==> config.mk <==
export PLATFORM = sky130hd
export DESIGN_NAME = dsm_mapper_flat
export DESIGN_NICKNAME = d
export VERILOG_FILES = /design/src/rtl/dsm_pkg.sv /design/src/rtl/dsm_spe_if.sv /design/src/rtl/dsm_mapper.sv /design/src/flat_wrapper.sv
export SDC_FILE = /design/constraint.sdc
export NUM_CORES = 1
export LEC_CHECK = 0
export ABC_AREA = 1
export BUFFER_PORTS_ARGS = -buffer_cell sky130_fd_sc_hd__buf_2
export CORE_UTILIZATION = 58
export CTS_CLUSTER_DIAMETER = 60
export CTS_CLUSTER_SIZE = 10
export DETAILED_ROUTE_END_ITERATION = 7
export GPL_TIMING_DRIVEN = 0
export PLACE_DENSITY = 0.79
export SYNTH_ARGS = -nofsm -noshare
export SYNTH_HDL_FRONTEND = slang
export SYNTH_SLANG_ARGS = --single-unit
==> constraint.sdc <==
create_clock -name i_clk -period 2.45 [get_ports i_clk]
set_clock_uncertainty 0.1 [all_clocks]
set_input_delay 0.49 -clock i_clk [delete_from_list [all_inputs] [get_ports i_clk]]
set_output_delay 0.49 -clock i_clk [all_outputs]
set_load 0.02 [all_outputs]
==> src/rtl/dsm_pkg.sv <==
// Shared constants and bit-kind lookup for the envelope mapper pair.
// Assumes one clock for both ends; the link carries one envelope bit per cycle.
package dsm_pkg;

    // Envelope grid
    localparam logic [6:0] LAST_COL = 7'h56;
    localparam logic [3:0] LAST_ROW = 4'h8;
    localparam logic [2:0] LAST_BIT = 3'h7;

    // Column positions
    localparam logic [6:0] COL_POH = 7'h00;
    localparam logic [6:0] COL_C1 = 7'h03;
    localparam logic [6:0] COL_C2 = 7'h1f;
    localparam logic [6:0] COL_C3 = 7'h3c;
    localparam logic [6:0] FIX_LEAD = 7'h02;

    // Bit masks inside the control bytes, bit 7 sent first
    localparam logic [7:0] C1_CTL = 8'h20;
    localparam logic [7:0] C1_DATA = 8'h1f;
    localparam logic [7:0] C2_CTL = 8'hc0;
    localparam logic [7:0] C3_CTL = 8'hc0;
    localparam logic [7:0] C3_OHC = 8'h0c;
    localparam logic [7:0] C3_OPP = 8'h01;

    // Control vote
    localparam logic [2:0] CTL_BITS = 3'h5;
    localparam logic [2:0] CTL_MAJ = 3'h3;

    // Frame timing
    localparam int CLK_NS = 4;
    localparam int FRAME_RATE_HZ = 8000;
    localparam int FRAME_NS = 1000000000 / FRAME_RATE_HZ;
    localparam int FRAME_CYC = FRAME_NS / CLK_NS;

    typedef enum logic [2:0] {
        DSM_BK_POH,
        DSM_BK_FIX,
        DSM_BK_CTL,
        DSM_BK_DATA,
        DSM_BK_OHC,
        DSM_BK_OPP
    } dsm_bk_t;

    // Kind of the bit at a column and bit index (0 = first sent)
    function automatic dsm_bk_t dsm_bit_kind(input logic [6:0] col,
                                             input logic [2:0] idx);
        logic [2:0] p;
        dsm_bk_t k;
        p = LAST_BIT - idx;
        k = DSM_BK_DATA;
        if (col == COL_POH) begin
            k = DSM_BK_POH;
        end else if (col == COL_C1) begin
            k = C1_CTL[p] ? DSM_BK_CTL : (C1_DATA[p] ? DSM_BK_DATA : DSM_BK_FIX);
        end else if (col == COL_C2) begin
            k = C2_CTL[p] ? DSM_BK_CTL : DSM_BK_FIX;
        end else if (col == COL_C3) begin
            if (C3_CTL[p]) begin
                k = DSM_BK_CTL;
            end else if (C3_OHC[p]) begin
                k = DSM_BK_OHC;
            end else if (C3_OPP[p]) begin
                k = DSM_BK_OPP;
            end else begin
                k = DSM_BK_FIX;
            end
        end else if (col < COL_C1 || (col >= COL_C2 - FIX_LEAD && col < COL_C2) ||
                     (col >= COL_C3 - FIX_LEAD && col < COL_C3)) begin
            k = DSM_BK_FIX;
        end
        return k;
    endfunction : dsm_bit_kind

endpackage : dsm_pkg

==> src/rtl/dsm_spe_if.sv <==
// Serial envelope link between mapper and de-mapper.
// Assumes both ends sit on the same clock; one bit per valid cycle.
`timescale 1ns/1ps
`default_nettype none
interface dsm_spe_if;
    logic spe_valid;
    logic spe_sof;
    logic spe_bit;

    modport mapper (
        output spe_valid,
        output spe_sof,
        output spe_bit
    );

    modport demapper (
        input spe_valid,
        input spe_sof,
        input spe_bit
    );
endinterface : dsm_spe_if
`default_nettype wire

==> src/rtl/dsm_mapper.sv <==
// DS3 to envelope mapper: sends one envelope per frame period.
// Assumes the DS3 source flags a filling elastic store on i_fill_high.
`timescale 1ns/1ps
`default_nettype none
module dsm_mapper #(
    parameter int FRAME_CYC = dsm_pkg::FRAME_CYC
) (
    // Clock and reset
    input wire logic i_clk,
    input wire logic i_rst_b,
    // Envelope link
    dsm_spe_if.mapper spe,
    // DS3 source
    input wire logic i_ds3_valid,
    input wire logic i_ds3_bit,
    output logic o_ds3_ready,
    input wire logic i_fill_high,
    // Path overhead byte source
    input wire logic [7:0] i_poh_byte,
    output logic o_poh_ready,
    // Overhead channel
    input wire logic i_ohc_en,
    input wire logic i_ohc_bit,
    output logic o_ohc_ready,
    // Status
    output logic o_busy,
    output logic o_underrun,
    output logic o_opp_stuff,
    output logic o_opp_data
);
    import dsm_pkg::*;

    typedef enum logic {
        MS_IDLE,
        MS_SEND
    } dsm_mst_t;

    localparam logic [14:0] FRM_LAST = 15'(FRAME_CYC - 1);

    dsm_mst_t state_q;
    logic [14:0] frm_q;
    logic [3:0] row_q;
    logic [6:0] col_q;
    logic [2:0] bit_q;
    logic stuff_q;
    logic [7:0] poh_q;
    logic frm_tick;
    logic sending;
    logic end_bit;
    logic end_col;
    logic end_row;
    logic row_start;
    logic env_start;
    logic take_ds3;
    logic take_ohc;
    logic nb;
    dsm_bk_t kind;

    assign sending = (state_q == MS_SEND);
    assign frm_tick = (frm_q == FRM_LAST);
    assign end_bit = (bit_q == LAST_BIT);
    assign end_col = (col_q == LAST_COL);
    assign end_row = (row_q == LAST_ROW);
    assign row_start = sending && (col_q == COL_POH) && (bit_q == 3'h0);
    assign env_start = row_start && (row_q == 4'h0);
    assign kind = dsm_bit_kind(col_q, bit_q);

    // Data positions pull one DS3 bit each
    assign take_ds3 = sending && (kind == DSM_BK_DATA ||
                                  (kind == DSM_BK_OPP && !stuff_q));
    assign take_ohc = sending && (kind == DSM_BK_OHC) && i_ohc_en;

    assign o_ds3_ready = take_ds3;
    assign o_ohc_ready = take_ohc;
    assign o_poh_ready = row_start;
    assign o_busy = sending;

    // Frame period timer, free running
    always_ff @(posedge i_clk) begin
        if (!i_rst_b) begin
            frm_q <= 15'h0000;
        end else if (frm_tick) begin
            frm_q <= 15'h0000;
        end else begin
            frm_q <= frm_q + 15'h0001;
        end
    end

    // Envelope sequencing; a tick during a send is dropped
    always_ff @(posedge i_clk) begin
        if (!i_rst_b) begin
            state_q <= MS_IDLE;
        end else begin
            case (state_q)
                MS_IDLE: begin
                    if (frm_tick) begin
                        state_q <= MS_SEND;
                    end
                end
                MS_SEND: begin
                    if (end_bit && end_col && end_row) begin
                        state_q <= MS_IDLE;
                    end
                end
                default: begin
                    state_q <= MS_IDLE;
                end
            endcase
        end
    end

    // Bit, column and row counters
    always_ff @(posedge i_clk) begin
        if (!i_rst_b) begin
            bit_q <= 3'h0;
            col_q <= 7'h00;
            row_q <= 4'h0;
        end else if (!sending) begin
            bit_q <= 3'h0;
            col_q <= 7'h00;
            row_q <= 4'h0;
        end else begin
            bit_q <= bit_q + 3'h1;
            if (end_bit) begin
                if (end_col) begin
                    col_q <= 7'h00;
                    row_q <= end_row ? 4'h0 : row_q + 4'h1;
                end else begin
                    col_q <= col_q + 7'h01;
                end
            end
        end
    end

    // Stuff decision per row, taken before its control bits go out
    always_ff @(posedge i_clk) begin
        if (!i_rst_b) begin
            stuff_q <= 1'b1;
        end else if (row_start) begin
            stuff_q <= !i_fill_high;
        end
    end

    // Path overhead byte captured at row start; its bit 7 goes out in that same bit, the rest from the next bit
    always_ff @(posedge i_clk) begin
        if (!i_rst_b) begin
            poh_q <= 8'h00;
        end else if (row_start) begin
            poh_q <= {i_poh_byte[6:0], 1'b0};
        end else if (sending && kind == DSM_BK_POH) begin
            poh_q <= {poh_q[6:0], 1'b0};
        end
    end

    // Value of the bit now being sent
    always_comb begin
        nb = 1'b0;
        case (kind)
            DSM_BK_DATA: begin
                nb = i_ds3_valid & i_ds3_bit;
            end
            DSM_BK_OPP: begin
                nb = !stuff_q & i_ds3_valid & i_ds3_bit;
            end
            DSM_BK_CTL: begin
                nb = stuff_q;
            end
            DSM_BK_OHC: begin
                nb = i_ohc_en & i_ohc_bit;
            end
            DSM_BK_POH: begin
                nb = row_start ? i_poh_byte[7] : poh_q[7];
            end
            default: begin
                nb = 1'b0;
            end
        endcase
    end

    // Link outputs
    always_ff @(posedge i_clk) begin
        if (!i_rst_b) begin
            spe.spe_valid <= 1'b0;
            spe.spe_sof <= 1'b0;
            spe.spe_bit <= 1'b0;
        end else begin
            spe.spe_valid <= sending;
            spe.spe_sof <= env_start;
            spe.spe_bit <= sending & nb;
        end
    end

    // Status pulses
    always_ff @(posedge i_clk) begin
        if (!i_rst_b) begin
            o_underrun <= 1'b0;
            o_opp_stuff <= 1'b0;
            o_opp_data <= 1'b0;
        end else begin
            o_underrun <= take_ds3 && !i_ds3_valid;
            o_opp_stuff <= sending && kind == DSM_BK_OPP && stuff_q;
            o_opp_data <= sending && kind == DSM_BK_OPP && !stuff_q;
        end
    end

endmodule : dsm_mapper
`default_nettype wire

==> src/flat_wrapper.sv <==
// flat-port wrapper written by rule: the top's interface ports become plain ports
module dsm_mapper_flat import dsm_pkg::*;
#(
    parameter int FRAME_CYC = dsm_pkg::FRAME_CYC
)
  (i_clk, i_rst_b, i_ds3_valid, i_ds3_bit, o_ds3_ready, i_fill_high, i_poh_byte, o_poh_ready, i_ohc_en, i_ohc_bit, o_ohc_ready, o_busy, o_underrun, o_opp_stuff, o_opp_data, spe_spe_valid, spe_spe_sof, spe_spe_bit);
  dsm_spe_if spe_i ();
  input wire logic i_clk;
  input wire logic i_rst_b;
  input wire logic i_ds3_valid;
  input wire logic i_ds3_bit;
  output logic o_ds3_ready;
  input wire logic i_fill_high;
  input wire logic [7:0] i_poh_byte;
  output logic o_poh_ready;
  input wire logic i_ohc_en;
  input wire logic i_ohc_bit;
  output logic o_ohc_ready;
  output logic o_busy;
  output logic o_underrun;
  output logic o_opp_stuff;
  output logic o_opp_data;
  output wire logic [$bits(spe_i.spe_valid)-1:0] spe_spe_valid;
  output wire logic [$bits(spe_i.spe_sof)-1:0] spe_spe_sof;
  output wire logic [$bits(spe_i.spe_bit)-1:0] spe_spe_bit;
  assign spe_spe_valid = spe_i.spe_valid;
  assign spe_spe_sof = spe_i.spe_sof;
  assign spe_spe_bit = spe_i.spe_bit;
  dsm_mapper #(.FRAME_CYC(FRAME_CYC)) u_core (.i_clk(i_clk), .i_rst_b(i_rst_b), .spe(spe_i), .i_ds3_valid(i_ds3_valid), .i_ds3_bit(i_ds3_bit), .o_ds3_ready(o_ds3_ready), .i_fill_high(i_fill_high), .i_poh_byte(i_poh_byte), .o_poh_ready(o_poh_ready), .i_ohc_en(i_ohc_en), .i_ohc_bit(i_ohc_bit), .o_ohc_ready(o_ohc_ready), .o_busy(o_busy), .o_underrun(o_underrun), .o_opp_stuff(o_opp_stuff), .o_opp_data(o_opp_data));
endmodule
==> results of run 1 <==
[worst paths after layout]
check | startpoint | to | slack, ns | cells past startpoint
setup reg to reg | u_core.frm_q[0]$_SDFF_PP0_ | u_core.frm_q[10]$_SDFF_PP0_ | 0.56 | 7
setup / recovery | u_core.col_q[0]$_SDFFE_PN0P_ | o_ds3_ready | 0.02 | 9
hold reg to reg | u_core.bit_q[0]$_SDFF_PN0_ | u_core.bit_q[0]$_SDFF_PN0_ | 0.34 | 1
hold / removal | i_ds3_valid | u_core.o_underrun$_SDFF_PN0_ | 0.24 | 2
[sequential cells by signal, summed over array words and instances, names as in the netlist]
signal	cells
u_core.frm_q	15
u_core.col_q	7
u_core.poh_q	7
u_core.row_q	4
u_core.bit_q	3
u_core.o_busy	1
u_core.o_opp_data	1
u_core.o_opp_stuff	1
u_core.o_underrun	1
u_core.spe.spe_bit	1
u_core.spe.spe_sof	1
u_core.spe.spe_valid	1
u_core.stuff_q	1
[cell type report]
| cell class | instances | area share [%] |
|---|---|---|
| flip-flops and latches | 44 | 31.5 |
| repair buffers | 33 | 6.81 |
| inverters | 49 | 6.94 |
| clock inverters | 2 | 0.439 |
| multi-input cells | 227 | 48.4 |
| clock buffers | 5 | 2.42 |
| well taps | 48 | 2.11 |
| plain buffers | 5 | 1.36 |
[through the flow]
step	TNS, ns	hold slack [ns]
6_report	0	0.243
2_1_floorplan	0	0.317
3_5_place_dp	-0.00522	0.339
5_1_grt	-0.0414	0.233
4_1_cts	0	0.234
3_3_place_gp	-0.00862	0.329
[cell usage after synthesis, types with 3 or more instances]
cell                       number  area share (%)
sky130_fd_sc_hd__a21oi_1       14             2.9
sky130_fd_sc_hd__a311oi_1       6             2.2
sky130_fd_sc_hd__a31oi_1        3            0.79
sky130_fd_sc_hd__dfxtp_1       44              37
sky130_fd_sc_hd__ha_1          13             6.8
sky130_fd_sc_hd__inv_1         45             7.1
sky130_fd_sc_hd__nand2_1       64              10
sky130_fd_sc_hd__nand2_2        4             1.0
sky130_fd_sc_hd__nand3_1       21             4.4
sky130_fd_sc_hd__nand3_2        4             1.7
sky130_fd_sc_hd__nand4_1        7             1.8
sky130_fd_sc_hd__nor2_1        44             6.9
sky130_fd_sc_hd__nor2_2         3            0.79
sky130_fd_sc_hd__nor2_4         3             1.4
sky130_fd_sc_hd__nor3_1         8             1.7
sky130_fd_sc_hd__nor3b_1        3            0.94
sky130_fd_sc_hd__o21ai_0        5             1.0
sky130_fd_sc_hd__xor2_1         5             1.8
[timing repair]
item                                    4_1_cts  5_1_grt
pin swaps                                     4        9
endpoints found under the setup margin        2        2
gates resized for setup                      23       20
hold endpoints to repair                      0        0
setup buffers                                 5        4
[per-layer routing]
| metal | global-route usage, % | routed length [microns] | up-vias |
|---|---|---|---|
| li1 | - | - | 1136 |
| met3 | 5.52 | 263 | 6 |
| met2 | 45.4 | 2720 | 57 |
| met1 | 30.3 | 2170 | 993 |
| met5 | 0 | 0 | - |
| met4 | 9.84 | 59 | 0 |
[power breakdown]
part	internal, mW	switching, mW	leakage [nW]
logic	0.0151	0.0167	0.712
registers	0.714	0.00389	0.359
clock network	0.193	0.252	0.0400
total	0.922	0.272	1.11
[worst max-delay path, delay by kind of cell (launching register included)]
| family | cells | cell delay, ns |
|---|---|---|
| AND/OR/NAND/NOR | 4 | 0.54 |
| flip-flops | 1 | 0.39 |
| buffers and inverters | 2 | 0.21 |
| adder cells (fa/ha/maj) | 1 | 0.16 |
| AO/OA/AOI/OAI | 2 | 0.22 |
[cells in the final DEF (no fill, tap or decap), types with 2 or more instances in the layout]
cell type	count
sky130_fd_sc_hd__or2_2	2
sky130_fd_sc_hd__nor2_2	7
sky130_fd_sc_hd__ha_4	4
sky130_fd_sc_hd__clkinvlp_4	2
sky130_fd_sc_hd__buf_6	3
sky130_fd_sc_hd__a211oi_1	2
sky130_fd_sc_hd__nand2_4	2
sky130_fd_sc_hd__nand4_1	7
sky130_fd_sc_hd__ha_1	9
sky130_fd_sc_hd__xor2_1	5
sky130_fd_sc_hd__a31oi_1	3
sky130_fd_sc_hd__nor2_4	3
sky130_fd_sc_hd__nand3_1	19
sky130_fd_sc_hd__inv_1	37
sky130_fd_sc_hd__a21oi_1	13
sky130_fd_sc_hd__a311oi_1	6
sky130_fd_sc_hd__nand2_2	5
sky130_fd_sc_hd__clkbuf_8	5
sky130_fd_sc_hd__o21ai_0	5
sky130_fd_sc_hd__dfxtp_4	4
sky130_fd_sc_hd__buf_4	10
sky130_fd_sc_hd__nor3b_1	3
sky130_fd_sc_hd__buf_2	24
sky130_fd_sc_hd__dfxtp_1	38
sky130_fd_sc_hd__or2_0	2
sky130_fd_sc_hd__nor2_1	40
sky130_fd_sc_hd__inv_2	7
sky130_fd_sc_hd__inv_4	2
sky130_fd_sc_hd__nor3_1	7
sky130_fd_sc_hd__o21ai_1	2
sky130_fd_sc_hd__nand3_2	6
sky130_fd_sc_hd__nand2_1	62
sky130_fd_sc_hd__a21oi_2	2
sky130_fd_sc_hd__o211ai_1	2
sky130_fd_sc_hd__dfxtp_2	2
[logic make-up (layout without fill, tap and decap cells)]
logic type / Yosys count / count (layout)
AOI/OAI and AO/OA: 38 / 38
buffers and inverters: 54 / 94
xor gates and xnor gates: 6 / 6
adders and majority gates: 13 / 13
and+or+nand+nor: 170 / 170
DFF: 44 / 44
==> results.json, run 1 <==
{
  "synth_simple_gate_area_share_pct": 34.1,
  "layout.filler_cells": 276,
  "die_height_microns": 66.2,
  "core_area_sq_um": 3800,
  "timing.fmax_mhz": 412,
  "postSynth.asyncResetShare_pct": 0,
  "critical_path.endpoint_type": "primary output",
  "result_of_the_run": "finished, final reports clean",
  "grt_pass1_wl_microns": 8510,
  "hold_path.class": "input pin to flop",
  "fin_crit_ns": 2.43,
  "area_used_by_sequential_logic_in_the_layout_sq_um": 898,
  "final_area_sq_um": 2850,
  "cp_max_delay_cell": "sky130_fd_sc_hd__dfxtp_4",
  "synth-edff-count": 0,
  "design_power_total_mw": 1.19,
  "detail_route.vias_per_cell": 5.31,
  "num_rows": 22,
  "areaGrowthSynthToFinish_pct": 19.2,
  "placed_cell_area_sq_um": 2570,
  "yosys.area_share.adder_pct": 6.81,
  "ir_drop_uv": 335,
  "yosys_warnings": 0,
  "via_count": 2192,
  "layout.nets": 393,
  "finalWeightedCongestion": 0.879,
  "htree_num_levels": 2,
  "post_synth_mux_area_share_pct": 0,
  "grt_setup_unrepaired": "yes",
  "synth_compound_area_share_pct": 10.5,
  "cell_total_after_placement": 397,
  "grt_start_max_net_pins": 14,
  "worst-setup-path-type": "flop to primary output",
  "synth_cell_type_count": 40,
  "timing.critical_path.cells": "ha_4, inv_1, nor3_4, and2_4, a21oi_1, nand2_2, nand3_2, o21ai_2, buf_6",
  "syn_inst": 325,
  "detailed_place_hpwl_microns": 3530,
  "antenna_found_initial": 0,
  "synth_area_sq_um": 2390,
  "ys.flop_type": "sky130_fd_sc_hd__dfxtp_1",
  "final_instance_count_without_filler_cells": 413,
  "maximum_net_fanout_on_the_critical_path": 4,
  "drc_violation_total_after_the_first_tritonroute_iteration": 148,
  "tritoncts": "done",
  "leakage_nw": 1.11,
  "floorplan.die_area_sq_um": 4380,
  "drt.antenna.violating_nets": 0,
  "drc": 0,
  "post-route-worst-setup-slack_ns": 0.0218,
  "placement.io_buffers": 24,
  "diodes_inserted": 0,
  "cts.reportedPaths.clkPinSlew_ns": 0.09,
  "final_min_period_over_clock_period_pct": 99.1,
  "yosys.area_share.xor_xnor_pct": 2.20,
  "track_usage_pct": 25.8,
  "ctsHoldBuffers": 0,
  "power.density_nw_per_um2": 419,
  "worst-endpoint-required_ns": 1.86,
  "slew_viol_final": 0,
  "cpPeakStageDelay_ns": 0.39,
  "yosysSeqAreaShare_pct": 36.9,
  "report.final.hold_viol_count": 0,
  "place_worst_setup_slack_ns": -0.00522,
  "finalSetupViolCount": 0,
  "cp-start-kind": "flop",
  "clk_latency_worst_skew_pair_ns": 0.31,
  "synthesis.nets": 353,
  "fp.dieW_microns": 66.2,
  "post_route_cells_drive_above_1_share_pct": 26.8,
  "multi_input_comb_area_sq_um": 1380,
  "number_of_optimization_iterations_in_the_first_detailed_route_pass": 4,
  "tightest_pin_transition_ns": 0.380,
  "synth_top_family_by_area": "simple AND/OR/NAND/NOR gates",
  "synth.ff_latch_count": 44,
  "postLayoutCoreUtil_pct": 75.0,
  "timing.max_cap.violations": 0,
  "top_level_ports": 25,
  "cts_sinks": 44,
  "globalRouteOverflowTotal": 0,
  "floorplan.initialDensity_pct": 62.9,
  "numCtsBuffers": 5,
  "total_wire_length_microns": 5220,
  "crit_arrival_ns": 1.84,
  "routedWlPerCell_microns": 12.6,
  "clock_tree.root_cell": "sky130_fd_sc_hd__clkbuf_8",
  "avgSynthCellArea_sq_um": 7.35,
  "first_global_vias": 1973,
  "relSlewSlack_pct": 74.4,
  "clock_tree.buffer_depth": 2
}
(Power assumes the default switching activity.)
==> run 2, diff against run 1 <==
--- a/config.mk
+++ b/config.mk
@@ -6,13 +6,16 @@
 export NUM_CORES = 1
 export LEC_CHECK = 0
 export ABC_AREA = 1
+export ABC_CLOCK_PERIOD_IN_PS = 2450
 export BUFFER_PORTS_ARGS = -buffer_cell sky130_fd_sc_hd__buf_2
+export CORE_MARGIN = 1
 export CORE_UTILIZATION = 58
 export CTS_CLUSTER_DIAMETER = 60
 export CTS_CLUSTER_SIZE = 10
 export DETAILED_ROUTE_END_ITERATION = 7
 export GPL_TIMING_DRIVEN = 0
 export PLACE_DENSITY = 0.79
+export SETUP_SLACK_MARGIN = 0.05
 export SYNTH_ARGS = -nofsm -noshare
 export SYNTH_HDL_FRONTEND = slang
 export SYNTH_SLANG_ARGS = --single-unit
==> run 2 against run 1 <==
Compared with the run above:
- the flow now finishes with violations (negative setup slack)
- hold slack worse by 0.0041 ns
- fmax decreased by 3.9%
- sequential share of layout area is 2.3 points lower
- total power is 0.84% higher
- cell count increased by 4.4%
- core utilization up 6.4 points
- setup slack got worse by 0.097 ns
- die area stayed put
- non-clock buffer count grew 18
- count of clock-buffer cells in the layout stayed put
- flip-flop and latch count unchanged
==> results.json, run 2 (synthesis results as in run 1) <==
{
  "grt_setup_unrepaired": "yes",
  "failed_checks": "negative setup slack",
  "finalWeightedCongestion": 0.879,
  "ir_drop_uv": 339,
  "first_global_vias": 2191,
  "result_of_the_run": "complete, but fails checks",
  "layout.filler_cells": 220,
  "grt_pass1_wl_microns": 9860,
  "tritoncts": "done",
  "worst_path_most_repeated_cell": "sky130_fd_sc_hd__nand3_1",
  "r2r_slack_ns": -0.06,
  "cp_max_delay_cell": "sky130_fd_sc_hd__dfxtp_1",
  "die_height_microns": 66.2,
  "fp.dieW_microns": 66.2,
  "reg_top3": "u_core.frm_q: 15 flops, u_core.col_q: 7 flops, u_core.poh_q: 7 flops",
  "crit_family": "simple AND/OR/NAND/NOR gates",
  "mostFrequentLayoutCells": "54 x sky130_fd_sc_hd__nand2_1, 41 x sky130_fd_sc_hd__nor2_1, 36 x sky130_fd_sc_hd__dfxtp_1",
  "layout.nets": 411,
  "timing.max_cap.violations": 0,
  "grt_start_max_net_pins": 14,
  "critical_path.endpoint_type": "primary output",
  "worst-endpoint-required_ns": 1.86,
  "clock_tree.buffer_depth": 2,
  "power.density_nw_per_um2": 390,
  "maximum_net_fanout_on_the_critical_path": 8,
  "critical_path.n_buffers_inverters": 3,
  "core_area_sq_um": 3800,
  "detailed_place_hpwl_microns": 3530,
  "drc_violation_total_after_the_first_tritonroute_iteration": 345,
  "worst-setup-path-type": "flop to primary output",
  "largest_register_ffs": 15,
  "via_count": 2478,
  "tightest_pin_transition_ns": 0.415,
  "clk_latency_worst_skew_pair_ns": 0.31,
  "report.final.hold_viol_count": 0,
  "power_dissipated_by_switching_net_loads_mw": 0.283,
  "multi_input_comb_area_sq_um": 1460,
  "diodes_inserted": 0,
  "cpPeakStageDelay_ns": 0.34,
  "crit_arrival_ns": 1.94,
  "clock_tree.root_cell": "sky130_fd_sc_hd__clkbuf_8",
  "slew_viol_final": 0,
  "timing.critical_path.cells": "buf_6, nand2_1, nor2_2, nand3_1, nand2_2, nor2_4, inv_1, nand3_1, nor2_1, buf_4",
  "relSlewSlack_pct": 72.0,
  "hold_path.class": "input pin to flop",
  "detail_route.vias_per_cell": 5.75,
  "leakage_nw": 1.26,
  "final_min_period_over_clock_period_pct": 103,
  "htree_num_levels": 2,
  "post-route-worst-setup-slack_ns": -0.0755,
  "total_wire_length_microns": 7310,
  "num_rows": 22,
  "post_route_cells_drive_above_1_share_pct": 36.0,
  "track_usage_pct": 30.2,
  "routedWlPerCell_microns": 17.0,
  "regMostFlops": "u_core.frm_q",
  "cp-start-kind": "flop",
  "power.combinational.fraction_pct": 2.8,
  "clock_power_share_pct": 37.7,
  "numCtsBuffers": 5,
  "areaGrowthSynthToFinish_pct": 29.4,
  "globalRouteOverflowTotal": 0,
  "placement.io_buffers": 24,
  "cts.reportedPaths.clkPinSlew_ns": 0.09,
  "floorplan.die_area_sq_um": 4380,
  "area_used_by_sequential_logic_in_the_layout_sq_um": 903,
  "place_worst_setup_slack_ns": -0.00522,
  "layout.cells.most_common": "sky130_fd_sc_hd__nand2_1",
  "p_int_mw": 0.921,
  "design_power_total_mw": 1.20,
  "swShare_pct": 23.5,
  "cts_sinks": 44,
  "floorplan.initialDensity_pct": 62.9,
  "antenna_found_initial": 0,
  "drt.antenna.violating_nets": 0,
  "power.sequential.fraction_pct": 59.5,
  "ctsHoldBuffers": 0,
  "number_of_optimization_iterations_in_the_first_detailed_route_pass": 5,
  "drc": 0,
  "fin_crit_ns": 2.53,
  "finalSetupViolCount": 3,
  "top_level_ports": 25,
  "timing.fmax_mhz": 396
}
## run 2: cell count changes in the layout (fill, tap and decap cells not counted), moves of 5 or more
cell	previous run	this run
sky130_fd_sc_hd__buf_4	10	27
sky130_fd_sc_hd__nand2_1	62	54
sky130_fd_sc_hd__inv_1	37	31
sky130_fd_sc_hd__inv_2	7	12
sky130_fd_sc_hd__nand2_2	5	10
## run 2: final timing paths
check | startpoint | endpoint | depth (start not counted)
max | u_core.col_q[4]$_SDFFE_PN0P_ | o_ohc_ready | 10
min | i_ds3_valid | u_core.o_underrun$_SDFF_PN0_ | 2
max reg2reg | u_core.col_q[4]$_SDFFE_PN0P_ | u_core.spe.spe_bit$_SDFF_PN0_ | 18
min reg2reg | u_core.row_q[3]$_SDFFE_PN0P_ | u_core.spe.spe_sof$_SDFF_PN0_ | 1
## run 2: power groups by stage
stage	Sequential (mW)	Clock, mW	Combinational (mW)
floorplan	0.738	0	0.0160
global placement	0.739	0	0.0318
detailed placement	0.739	0	0.0322
CTS	0.719	0.458	0.0323
global route	0.718	0.490	0.0366
finish	0.717	0.454	0.0338
## run 2: per-stage QoR
step	std cells	hold WS (ns)	cell area, sq um	utilization (%)	TNS [ns]
final	431	0.239	3090	81.4	-0.176
after detailed placement	397	0.339	2570	67.7	-0.00522
after global placement	397	0.329	2570	67.7	-0.00862
after CTS	419	0.234	2880	75.7	0
after global routing	431	0.234	3090	81.4	-0.319
after floorplan	325	0.317	2390	-	0
## run 2: layer usage
layer	routed length [microns]	vias to the layer above	track usage, %
met1	2750	1147	35.0
met5	0	-	0
li1	-	1170	-
met3	442	47	7.41
met4	408	0	15.4
met2	3710	114	51.1
## run 2: layout make-up
type / count / area share [%]
plain buffers: 5 / 1.46
clock inverters: 2 / 0.405
flip-flops and latches: 44 / 29.2
multi-input cells: 227 / 47.2
inverters: 49 / 6.55
repair buffers: 51 / 11.0
well taps: 48 / 1.94
clock buffers: 5 / 2.22
## run 2: repair_timing
item | 4_1_cts | 5_1_grt
setup endpoints to repair | 2 | 4
gates resized for setup | 35 | 45
pin swaps | 8 | 23
buffers inserted | 15 | 12
==> run 3, diff against run 2 <==
==> constraint.sdc (replaced) <==
create_clock -name i_clk -period 2.45 [get_ports i_clk]
set_clock_uncertainty 0.1 [all_clocks]
set_input_delay 0.3675 -clock i_clk [delete_from_list [all_inputs] [get_ports i_clk]]
set_output_delay 0.3675 -clock i_clk [all_outputs]
set_load 0.02 [all_outputs]
==> run 3 against run 2 <==
Compared with the run above:
- the flow now finishes without violations
- critical path depth decreased by 1
- highest routed layer unchanged
- fmax increased by 9.0%
- largest power group unchanged
- combinational power decreased by 6%
- design area decreased by 11%
- cell count decreased by 5.1%
- via count decreased by 12%
- sequential share of layout area increased by 3.1 points
- die area unchanged
- setup slack improved by 0.21 ns
- flip-flop and latch count unchanged
==> results.json, run 3 (synthesis results as in run 1) <==
{
  "tightest_pin_transition_ns": 0.378,
  "antenna_found_initial": 0,
  "regMostFlops": "u_core.frm_q",
  "diodes_inserted": 0,
  "cpPeakStageDelay_ns": 0.50,
  "track_usage_pct": 25.4,
  "layout.cells.most_common": "sky130_fd_sc_hd__nand2_1",
  "cts_sinks": 44,
  "routedWlPerCell_microns": 12.2,
  "finalSetupViolCount": 0,
  "grt_start_max_net_pins": 14,
  "timing.critical_path.cells": "nand2_1, inv_1, nand3_1, nand2_1, a21oi_1, nand2_2, nand3_2, o21ai_2, buf_6",
  "number_of_optimization_iterations_in_the_first_detailed_route_pass": 4,
  "drc_violation_total_after_the_first_tritonroute_iteration": 150,
  "total_wire_length_microns": 5000,
  "clock_tree.root_cell": "sky130_fd_sc_hd__clkbuf_8",
  "post_route_cells_drive_above_1_share_pct": 22.4,
  "fin_crit_ns": 2.32,
  "leakage_nw": 1.08,
  "largest_register_ffs": 15,
  "critical_path.endpoint_type": "primary output",
  "power.density_nw_per_um2": 431,
  "grt_setup_unrepaired": "no",
  "timing.fmax_mhz": 432,
  "finalWeightedCongestion": 0.879,
  "clock_tree.buffer_depth": 2,
  "timing.max_cap.violations": 0,
  "reg_top3": "u_core.frm_q: 15 flops, u_core.col_q: 7 flops, u_core.poh_q: 7 flops",
  "slew_viol_final": 0,
  "post-route-worst-setup-slack_ns": 0.134,
  "fp.dieW_microns": 66.2,
  "cts.reportedPaths.clkPinSlew_ns": 0.09,
  "top_level_ports": 25,
  "relSlewSlack_pct": 74.6,
  "ir_drop_uv": 335,
  "via_count": 2182,
  "clk_latency_worst_skew_pair_ns": 0.30,
  "maximum_net_fanout_on_the_critical_path": 7,
  "num_rows": 22,
  "drc": 0,
  "drt.antenna.violating_nets": 0,
  "crit_family": "flip-flops",
  "globalRouteOverflowTotal": 0,
  "layout.nets": 389,
  "worst-endpoint-required_ns": 1.98,
  "report.final.hold_viol_count": 0,
  "crit_arrival_ns": 1.85,
  "detailed_place_hpwl_microns": 3530,
  "layout.filler_cells": 307,
  "design_power_total_mw": 1.19,
  "postLayoutCoreUtil_pct": 72.9,
  "detail_route.vias_per_cell": 5.33,
  "floorplan.initialDensity_pct": 62.9,
  "critical_path.n_buffers_inverters": 2,
  "numCtsBuffers": 5,
  "final_min_period_over_clock_period_pct": 94.5,
  "mostFrequentLayoutCells": "63 x sky130_fd_sc_hd__nand2_1, 44 x sky130_fd_sc_hd__nor2_1, 41 x sky130_fd_sc_hd__inv_1",
  "cp-start-kind": "flop",
  "worst-setup-path-type": "flop to primary output",
  "die_height_microns": 66.2,
  "setup-tns-final_ns": 0,
  "tritoncts": "done",
  "hold_path.class": "input pin to flop",
  "htree_num_levels": 2,
  "areaGrowthSynthToFinish_pct": 15.8,
  "first_global_vias": 1969,
  "core_area_sq_um": 3800,
  "grt_pass1_wl_microns": 8410,
  "worst_path_most_repeated_cell": "sky130_fd_sc_hd__nand2_1",
  "placement.io_buffers": 24,
  "cp_max_delay_cell": "sky130_fd_sc_hd__dfxtp_1",
  "place_worst_setup_slack_ns": 0.117,
  "result_of_the_run": "finished, final reports clean",
  "floorplan.die_area_sq_um": 4380
}
-- run 3: layout make-up --
class                           count  area [sq um]  share of cell area (%)
Sequential cell                    44           893                    32.3
Inverter                           49           189                    6.83
Clock inverter                      2          12.5                   0.452
Timing Repair Buffer               29           164                    5.92
Buffer                              5          38.8                    1.40
Tap cell                           48          60.1                    2.17
Clock buffer                        5          68.8                    2.49
Multi-Input combinational cell    227          1340                    48.5
-- run 3: metrics by stage --
| step | cells | hold slack (ns) | instance area [sq um] |
|---|---|---|---|
| 6_report | 409 | 0.124 | 2770 |
| 5_1_grt | 409 | 0.112 | 2770 |
| 4_1_cts | 406 | 0.112 | 2710 |
| 3_5_place_dp | 397 | 0.339 | 2570 |
| 3_3_place_gp | 397 | 0.329 | 2570 |
| 2_1_floorplan | 325 | 0.317 | 2390 |
-- run 3: worst reg2reg max path, delay by kind of cell (launching register included) --
kind | cells | cell delay (ns)
DFF | 1 | 0.39
AOI/OAI and AO/OA | 1 | 0.05
adders and majority gates | 1 | 0.16
and+or+nand+nor | 3 | 0.66
buffers and inverters | 2 | 0.44
-- run 3: final timing paths --
check,depth (start not counted),slack [ns],from,endpoint
worst max register to register,7,0.55,u_core.frm_q[0]$_SDFF_PP0_,u_core.frm_q[10]$_SDFF_PP0_
worst max-delay path,9,0.13,u_core.col_q[3]$_SDFFE_PN0P_,o_ds3_ready
worst min-delay path,2,0.12,i_ds3_valid,u_core.o_underrun$_SDFF_PN0_
worst min register to register,1,0.35,u_core.bit_q[0]$_SDFF_PN0_,u_core.bit_q[0]$_SDFF_PN0_
-- run 3: power breakdown --
part | switching, mW | internal (mW)
Sequential | 0.00389 | 0.715
Clock | 0.248 | 0.193
Combinational | 0.0168 | 0.0151
Total | 0.269 | 0.923
-- run 3: timing repair --
action	4_1_cts	5_1_grt
hold buffers	0	0
gates cloned	0	0
setup buffers	2	3
hold endpoints to repair	0	0
pin swaps	2	3
endpoints found under the setup margin	2	2
gates resized for setup	16	9
-- run 3: layer usage --
metal  GRT usage (%)  up-vias  share of wire (%)
met5               0        -                  0
met4            10.4        0                1.8
met3            5.52       14                4.5
met2            44.4       59                 51
met1            29.8      985                 43
li1                -     1124                  -
